File: config.mk
export PLATFORM = sky130hd
export DESIGN_NAME = acsp_device_flat
export DESIGN_NICKNAME = d
export VERILOG_FILES = /design/src/pkg/acsp_pkg.sv /design/src/pkg/acsp_if.sv /design/src/hw/acsp_device.sv /design/src/flat_wrapper.sv
export SDC_FILE = /design/constraint.sdc
export NUM_CORES = 1
export LEC_CHECK = 0
export BUFFER_PORTS_ARGS = -buffer_cell sky130_fd_sc_hd__buf_2
export CAP_MARGIN = 10
export CORE_UTILIZATION = 50
export DETAILED_ROUTE_END_ITERATION = 8
export GPL_ROUTABILITY_DRIVEN = 0
export PLACE_DENSITY = 0.76
export SLEW_MARGIN = 5
export SYNTH_ARGS = -nofsm -noshare
export SYNTH_HDL_FRONTEND = slang
export SYNTH_SLANG_ARGS = --single-unit
File: constraint.sdc
create_clock -name mclk_i -period 2.55 [get_ports mclk_i]
set_input_delay 0.51 -clock mclk_i [delete_from_list [all_inputs] [get_ports mclk_i]]
set_output_delay 0.51 -clock mclk_i [all_outputs]
set_load 0.03 [all_outputs]
File: src/pkg/acsp_pkg.sv
// package: register map, field positions and timing constants of the configuration serial port
package acsp_pkg;
	localparam int          FRAME_BITS      = 16;
	localparam int          ADDR_BITS       = 8;
	localparam int          DATA_BITS       = 8;
	localparam int          CNT_W           = 4;
	localparam int          CLK_PERIOD_NS   = 4;
	localparam int          SCLK_MAX_MHZ    = 20;
	localparam int          HW_RESET_MIN_NS = 10;
	localparam int          HW_RESET_CYC    = (HW_RESET_MIN_NS + CLK_PERIOD_NS - 1) / CLK_PERIOD_NS + 1;
	localparam int          SCLK_MIN_HALF_NS = 1000 / (2 * SCLK_MAX_MHZ);
	localparam int          SCLK_HALF_CYC   = (SCLK_MIN_HALF_NS + CLK_PERIOD_NS - 1) / CLK_PERIOD_NS;
	localparam int          SCLK_DIV_W      = 8;
	localparam logic [3:0]  LAST_BIT        = 4'hF;
	localparam logic [7:0]  ADDR_CTRL       = 8'h00;
	localparam logic [7:0]  ADDR_SWING      = 8'h01;
	localparam logic [7:0]  ADDR_SWING_EN   = 8'hF1;
	localparam logic [7:0]  REG_RESET_VAL   = 8'h00;
	localparam int          CTRL_READBACK_BIT = 0;
	localparam int          CTRL_SWRESET_BIT  = 1;
	localparam int          SWING_LSB       = 2;
	localparam logic [1:0]  SWING_EN_ON     = 2'h3;
	localparam logic [5:0]  SWING_DEFAULT   = 6'h00;
	// host command port offsets
	localparam logic [1:0]  HOST_CMD_ADDR   = 2'h0;
	localparam logic [1:0]  HOST_STAT_ADDR  = 2'h1;
	localparam logic [1:0]  HOST_RDATA_ADDR = 2'h2;
	localparam logic [1:0]  HOST_DIV_ADDR   = 2'h3;
	localparam int          CMD_RESET_BIT   = 16;
	localparam int          CMD_READ_BIT    = 17;
	localparam int          STAT_BUSY_BIT   = 0;
	localparam logic [7:0]  HOST_DIV_DEFAULT = 8'h03;
	localparam logic [31:0] BUS_ZERO        = 32'h0000_0000;
	// mapped register offsets
	localparam int          NUM_REGS = 32;
	localparam logic [7:0]  REG_ADDRS [NUM_REGS] = '{
		8'h01, 8'h25, 8'h2B, 8'h31, 8'h37, 8'h3D, 8'h3F, 8'h40,
		8'h41, 8'h42, 8'h44, 8'h45, 8'h4A, 8'h62, 8'h7A, 8'h92,
		8'hA9, 8'hAC, 8'hC3, 8'hC4, 8'hCF, 8'hD4, 8'hD5, 8'hD6,
		8'hD7, 8'hDB, 8'hEA, 8'hF0, 8'hF1, 8'hF5, 8'hFE, 8'h01};
	typedef enum logic [1:0] {
		ACSP_IDLE  = 2'b00,
		ACSP_SHIFT = 2'b01,
		ACSP_PULSE = 2'b10,
		ACSP_DONE  = 2'b11
	} acsp_host_state_t;
endpackage

File: src/pkg/acsp_if.sv
// interface: the serial configuration link between host and converter
interface acsp_if;
	logic serial_select_n;
	logic serial_clk;
	logic serial_in_pin;
	logic serial_out_pin_o;
	logic serial_out_pin_oe;
	logic hw_reset;
	logic serial_out_pin;
	assign serial_out_pin = serial_out_pin_oe ? serial_out_pin_o : 1'b1;
	modport device (
		input  serial_select_n,
		input  serial_clk,
		input  serial_in_pin,
		input  hw_reset,
		output serial_out_pin_o,
		output serial_out_pin_oe
	);
	modport host (
		output serial_select_n,
		output serial_clk,
		output serial_in_pin,
		output hw_reset,
		input  serial_out_pin
	);
endinterface

File: src/hw/acsp_device.sv
// device end: frame capture, register map, read-back and resets
//
// Operation
// - shift only while select is low
// - sample input on serial clock falling edge
// - every sixteenth falling edge commits the frame
// - partial frame discarded when select rises
// - many frames allowed under one select
// - first eight bits address, next eight data
// - host keeps serial clock at most 20 MHz
// - hardware reset pulse restores register defaults
// - software reset bit restores defaults, self-clears
// - host initialises registers after power-up
// - read-back mode blocks writes except address zero
// - read-back frame shifts addressed register out
// - output bit changes after serial clock rise
// - host captures output on falling edge
// - clearing read-back bit re-enables writes
// - address zero not readable by read-back
// - output tri-stated while read-back disabled
// - read-back enable is bit zero of address zero
// - swing field applies only when enable is 11
//
// The implementer's own choice: the strobed register port.
module acsp_device
	import acsp_pkg::*;
(
	input  wire logic        mclk_i,
	input  wire logic        reset_i,
	acsp_if.device           link,
	output logic [5:0]       swing_level_o,
	output logic [7:0]       reg_image_o [NUM_REGS],
	output logic             readback_en_o
);
	logic [2:0]           sel_sync_reg;
	logic [2:0]           clk_sync_reg;
	logic [1:0]           din_sync_reg;
	logic [2:0]           hwr_sync_reg;
	logic                 sel_active;
	logic                 sclk_fall;
	logic                 sclk_rise;
	logic [CNT_W-1:0]     bit_cnt_reg;
	logic [FRAME_BITS-2:0] shift_reg;
	logic [FRAME_BITS-1:0] frame;
	logic                 commit;
	logic                 hw_reset;
	logic                 sw_reset;
	logic                 readback_reg;
	logic [7:0]           regs_reg [NUM_REGS];
	logic [7:0]           read_value;
	logic [DATA_BITS-1:0] out_shift_reg;
	logic                 out_bit_reg;
	logic                 rd_armed_reg;
	logic [7:0]           addr_early;
	logic [NUM_REGS-1:0]  wr_hit;
	logic [NUM_REGS-1:0]  rd_hit;
	logic                 wr_ok;
	logic                 rd_load;
	logic                 rd_step;
	logic [5:0]           swing_field;
	logic [1:0]           swing_program_enable_field;

	// slot positions of the swing level and its enable inside REG_ADDRS
	localparam logic [CNT_W-1:0] HALF_CNT      = CNT_W'(ADDR_BITS);
	localparam int               SWING_SLOT    = 0;
	localparam int               SWING_EN_SLOT = 28;

	//////////////////////////////////////////////////////////////////////////
	// pin synchronisers: first stage feeds only the second
	always_ff @(posedge mclk_i) begin
		sel_sync_reg <= {sel_sync_reg[1:0], link.serial_select_n};
		clk_sync_reg <= {clk_sync_reg[1:0], link.serial_clk};
		din_sync_reg <= {din_sync_reg[0], link.serial_in_pin};
		hwr_sync_reg <= {hwr_sync_reg[1:0], link.hw_reset};
	end

	assign sel_active = ~sel_sync_reg[1];
	assign sclk_fall  = clk_sync_reg[2] & ~clk_sync_reg[1] & sel_active;
	assign sclk_rise  = ~clk_sync_reg[2] & clk_sync_reg[1] & sel_active;
	// pulse wider than 10 ns spans at least two samples at 4 ns
	assign hw_reset   = hwr_sync_reg[1] & hwr_sync_reg[2];
	assign frame      = {shift_reg, din_sync_reg[1]};
	assign commit     = sclk_fall && bit_cnt_reg == LAST_BIT;
	assign sw_reset   = commit && frame[15:8] == ADDR_CTRL && frame[CTRL_SWRESET_BIT];

	//////////////////////////////////////////////////////////////////////////
	// bit counter: a rising select throws away any partial frame
	always_ff @(posedge mclk_i) begin
		if (reset_i || !sel_active) begin
			bit_cnt_reg <= '0;
		end else if (sclk_fall) begin
			bit_cnt_reg <= bit_cnt_reg + 4'h1;
		end
	end

	always_ff @(posedge mclk_i) begin
		if (reset_i) begin
			shift_reg <= '0;
		end else if (sclk_fall) begin
			shift_reg <= frame[FRAME_BITS-2:0];
		end
	end

	//////////////////////////////////////////////////////////////////////////
	// control register; the reset bit never stores, so it reads as self-cleared
	always_ff @(posedge mclk_i) begin
		if (reset_i || hw_reset || sw_reset) begin
			readback_reg <= 1'b0;
		end else if (commit && frame[15:8] == ADDR_CTRL) begin
			readback_reg <= frame[CTRL_READBACK_BIT];
		end
	end

	// one entry per mapped offset; last slot aliases 01h and stays unused
	genvar gi;
	generate
		for (gi = 0; gi < NUM_REGS; gi++) begin : g_reg
			always_ff @(posedge mclk_i) begin
				if (reset_i || hw_reset || sw_reset) begin
					regs_reg[gi] <= REG_RESET_VAL;
				end else if (commit && wr_ok && wr_hit[gi]) begin
					regs_reg[gi] <= frame[DATA_BITS-1:0];
				end
			end
			assign reg_image_o[gi] = regs_reg[gi];
		end
	endgenerate

	// lockout keeps register contents fixed while software reads them back
	assign wr_ok = !readback_reg;

	// one-hot decode shared by write and read-back; the alias slot never matches
	generate
		for (gi = 0; gi < NUM_REGS; gi++) begin : g_hit
			assign wr_hit[gi] = (frame[FRAME_BITS-1:DATA_BITS] == REG_ADDRS[gi]) && (gi < NUM_REGS - 1);
			assign rd_hit[gi] = (addr_early == REG_ADDRS[gi]) && (gi < NUM_REGS - 1);
		end
	endgenerate

	//////////////////////////////////////////////////////////////////////////
	// read-back: address known after eighth fall, data shifted on rises
	assign addr_early = shift_reg[ADDR_BITS-1:0];
	assign rd_load    = sclk_rise && bit_cnt_reg == HALF_CNT && readback_reg;
	assign rd_step    = sclk_rise && rd_armed_reg;

	// unmapped offsets and the control byte read back as zero
	always_comb begin
		read_value = '0;
		for (int i = 0; i < NUM_REGS; i++) begin
			if (rd_hit[i]) begin
				read_value = regs_reg[i];
			end
		end
	end

	// armed from the first data rise until the rise after the frame wraps
	always_ff @(posedge mclk_i) begin
		if (reset_i || !sel_active) begin
			rd_armed_reg <= 1'b0;
		end else if (rd_load) begin
			rd_armed_reg <= 1'b1;
		end else if (rd_step) begin
			rd_armed_reg <= bit_cnt_reg != '0;
		end
	end

	always_ff @(posedge mclk_i) begin
		if (reset_i || !sel_active) begin
			out_shift_reg <= '0;
		end else if (rd_load) begin
			out_shift_reg <= {read_value[DATA_BITS-2:0], 1'b0};
		end else if (rd_step) begin
			out_shift_reg <= {out_shift_reg[DATA_BITS-2:0], 1'b0};
		end
	end

	// output moves only on a rise or when a rising select clears it, so the host has a full low phase to sample
	always_ff @(posedge mclk_i) begin
		if (reset_i || !sel_active) begin
			out_bit_reg <= 1'b0;
		end else if (rd_load) begin
			out_bit_reg <= read_value[DATA_BITS-1];
		end else if (rd_step) begin
			out_bit_reg <= out_shift_reg[DATA_BITS-1];
		end
	end

	assign link.serial_out_pin_o  = out_bit_reg;
	assign link.serial_out_pin_oe = readback_reg;
	assign readback_en_o          = readback_reg;
	assign swing_field                = regs_reg[SWING_SLOT][7:SWING_LSB];
	assign swing_program_enable_field = regs_reg[SWING_EN_SLOT][1:0];
	// a half-set enable must not leak a partly programmed swing
	assign swing_level_o = (swing_program_enable_field == SWING_EN_ON)
		? swing_field : SWING_DEFAULT;
endmodule

File: src/flat_wrapper.sv
// flat-port wrapper written by rule: the top's interface ports become plain ports
module acsp_device_flat import acsp_pkg::*;
  (mclk_i, reset_i, swing_level_o, reg_image_o, readback_en_o, link_serial_select_n, link_serial_clk, link_serial_in_pin, link_hw_reset, link_serial_out_pin_o, link_serial_out_pin_oe);
  acsp_if link_i ();
  input  wire logic mclk_i;
  input  wire logic reset_i;
  output logic [5:0] swing_level_o;
  output logic [7:0] reg_image_o[NUM_REGS];
  output logic readback_en_o;
  input wire logic [$bits(link_i.serial_select_n)-1:0] link_serial_select_n;
  input wire logic [$bits(link_i.serial_clk)-1:0] link_serial_clk;
  input wire logic [$bits(link_i.serial_in_pin)-1:0] link_serial_in_pin;
  input wire logic [$bits(link_i.hw_reset)-1:0] link_hw_reset;
  output wire logic [$bits(link_i.serial_out_pin_o)-1:0] link_serial_out_pin_o;
  output wire logic [$bits(link_i.serial_out_pin_oe)-1:0] link_serial_out_pin_oe;
  assign link_i.serial_select_n = link_serial_select_n;
  assign link_i.serial_clk = link_serial_clk;
  assign link_i.serial_in_pin = link_serial_in_pin;
  assign link_i.hw_reset = link_hw_reset;
  assign link_serial_out_pin_o = link_i.serial_out_pin_o;
  assign link_serial_out_pin_oe = link_i.serial_out_pin_oe;
  acsp_device u_core (.mclk_i(mclk_i), .reset_i(reset_i), .link(link_i), .swing_level_o(swing_level_o), .reg_image_o(reg_image_o), .readback_en_o(readback_en_o));
endmodule
==> metrics.yaml <==
run_status:
  status: "complete, but fails checks"
  violations: "setup timing"
synth:
  yosys-top-cells-area: "edfxtp_1 53%, and2_1 10%, dfxtp_1 5.6%"
  ys_top_cells_by_count: "248 x edfxtp_1, 224 x and2_1, 86 x nand2_1"
  ys_seq_area_share_pct: 59.1
  yosysTopAreaCellShare_pct: 53.5
  yosysMostFrequentCell: "edfxtp_1"
  syn_inst: 1236
  synth.ff_latch_count: 287
  synth-main-ff-cell: "edfxtp_1"
  async_reset_ff_share_pct: 0
  synth_cell_types: 79
  yosys.area.top_type: "edfxtp_1"
  syn_area_mm2: 0.0139
  synth_edf_count: 248
  yosys_warnings: 0
  postSynthAreaPerCell_um2: 11.3
global_routing:
  gr-total-overflow: 0
  grt_use_total_pct: 34.8
  grt_pass1_wl_um: 73600
  antenna_found_initial: 1
  grt_pass1_vias: 11800
  grt_max_degree: 34
setup_path:
  critPathLaunchType: "flip-flop"
  end_kind: "flip-flop"
  worstRegToRegCells: 9
  path_max_fanout: 5
  path_class: "flip-flop to flip-flop"
  worst_ep_required_time_ps: 2980
  arrival_ps: 3080
clock_network:
  cts_tree: "built"
  cts_inserted_buffers: 31
  clkLatencyLatePin_ps: 560
  clkTransAtPathRegs_ps: 70
  htreeDepth: 1
  clock-root-buffer: "clkbuf_16"
  clkSinkCount: 287
  clock_path_buffers: 3
finish:
  nets: 1638
  antennaDiodeCount: 0
  drive_gt1_share_pct: 36.1
  areaGrowthSynthToFinish_pct: 32.0
  final_area_mm2: 0.0184
  finalNonFillerCells: 2024
  fill_cells: 1958
  largest_reg_flops: 248
power_and_ir_drop:
  ir_worst_vdd_uv: 524
  pwr_density_cell_mw_per_mm2: 594
  p_leak_nw: 7.81
  p_total_mw: 10.9
drt:
  drc_errors: 0
  vias: 13100
  final_antenna_net_count: 0
  vias_per_cell: 6.48
  detail_route.wirelength_um: 52600
  drtIter0Drc: 2336
  firstDrtPassIters: 7
  wl_per_cell_um: 26.0
sta:
  min_period_ps: 2650
  max_freq_ghz: 0.377
  fin_crit_sh_pct: 104
  tightest_slew_ps: 943
  finClkSkew_ps: 11.9
  finalHoldViolCount: 0
  finalSetupViolations: 3
  max_slew_margin_pct: 37.1
  tns_ps: -170
  rsz0062_at_grt: "true"
  layout_setup_ws_ps: -100
  drv_slew: 0
floorplan:
  io_pins: 271
  die_height_um: 169
  fp.dieArea_mm2: 0.0285
  initial_utilization_pct: 51.4
  row_count: 60
  chipWidth_um: 169
  coreArea_mm2: 0.0271
place:
  placed_area_mm2: 0.0166
  portBuffers: 262
  dp.cells: 1940
  dp_hpwl_um: 37800
worst_hold_path:
  hold_depth: 1
  hold_path.class: "input port to flip-flop"
flow_run:
  max_cap_viol_count: 0
critical path, stage by stage, from the launching register on:
cell      delay [ps]
dfxtp_4          370
buf_12           130
buf_4            140
and4bb_4         250
a22oi_2          220
o22ai_2          130
o211ai_1         450
a31oi_2          280
o41ai_2          440
a21oi_1          100
final cells by class:
| cell class | count | area, µm² | area share (%) |
|---|---|---|---|
| Sequential cell | 287 | 8250 | 44.9 |
| Multi-Input combinational cell | 844 | 5570 | 30.3 |
| Timing Repair Buffer | 461 | 3010 | 16.4 |
| Clock buffer | 38 | 812 | 4.42 |
| Tap cell | 372 | 465 | 2.53 |
| Clock inverter | 17 | 258 | 1.40 |
| Inverter | 5 | 18.8 | 0.102 |
where the power goes:
part / leakage (nW) / switching [mW] / total (mW) / internal, mW
Combinational: 4.22 / 0.547 / 0.738 / 0.191
Sequential: 3.07 / 0.146 / 5.38 / 5.24
Clock: 0.513 / 1.86 / 4.81 / 2.94
Total: 7.81 / 2.56 / 10.9 / 8.37
worst paths after layout:
check	startpoint	to	slack, ps
worst min-delay path	link_serial_in_pin	u_core.din_sync_reg[0]$_DFF_P_	50
worst max register to register	u_core.shift_reg[2]$_SDFFE_PP0P_	u_core.out_shift_reg[3]$_SDFFE_PP0P_	-100
worst min register to register	u_core.din_sync_reg[0]$_DFF_P_	u_core.din_sync_reg[1]$_DFF_P_	330
worst max-delay path	u_core.shift_reg[2]$_SDFFE_PP0P_	u_core.out_shift_reg[3]$_SDFFE_PP0P_	-100
layout by cell type, fill, tap and decap left out, types with 7 or more instances in the layout:
| cell type | n |
|---|---|
| a21oi_1 | 44 |
| conb_1 | 8 |
| o21ai_1 | 9 |
| nand2_1 | 84 |
| o22ai_1 | 20 |
| clkbuf_16 | 34 |
| and3_1 | 18 |
| nor3_1 | 42 |
| o21ai_0 | 37 |
| a222oi_1 | 13 |
| a22o_1 | 10 |
| edfxtp_1 | 248 |
| bufinv_16 | 7 |
| nor2b_1 | 17 |
| nor2_1 | 49 |
| buf_2 | 262 |
| mux2i_1 | 8 |
| buf_12 | 8 |
| and2_1 | 224 |
| buf_4 | 177 |
| nor4_1 | 18 |
| a22oi_1 | 18 |
| a221oi_1 | 7 |
| nand3_1 | 30 |
| nor2_2 | 10 |
| a221o_1 | 7 |
| dfxtp_1 | 31 |
| nand4_1 | 10 |
per-layer routing:
metal	global-route usage (%)	part of all wire, %
met1	47.0	35
met2	53.0	44
met3	8.79	15
met4	15.7	5.7
met5	0	0.029
logic make-up (layout without fill, tap and decap cells):
family,Yosys count,in the layout,synth area share (%)
AND/OR/NAND/NOR,571,571,23.4
flip-flops,287,287,59.1
AO/OA/AOI/OAI,246,246,12.4
buffers and inverters,112,521,3.61
multiplexers,14,14,1.06
XOR/XNOR,3,3,0.189
adder cells (fa/ha/maj),2,2,0.180
other,1,8,0.0269
through the flow:
step                utilization [%]  worst slack, ps  hold slack (ps)
global placement               61.4             -225              310
global route                   67.8             -111             39.3
finish                         67.8             -100             50.1
CTS                            65.6             4.50             45.4
detailed placement             61.4             -204              312
floorplan                         -            -22.4              310
what timing repair did:
item                       4_1_cts  5_1_grt
hold buffers                     0        0
pin swaps                        3       18
cloned                           0        3
buffers inserted                 0       26
setup endpoints to repair       18      152
gates resized for setup         20       82
Note: power is estimated with default switching activity, not from simulation.
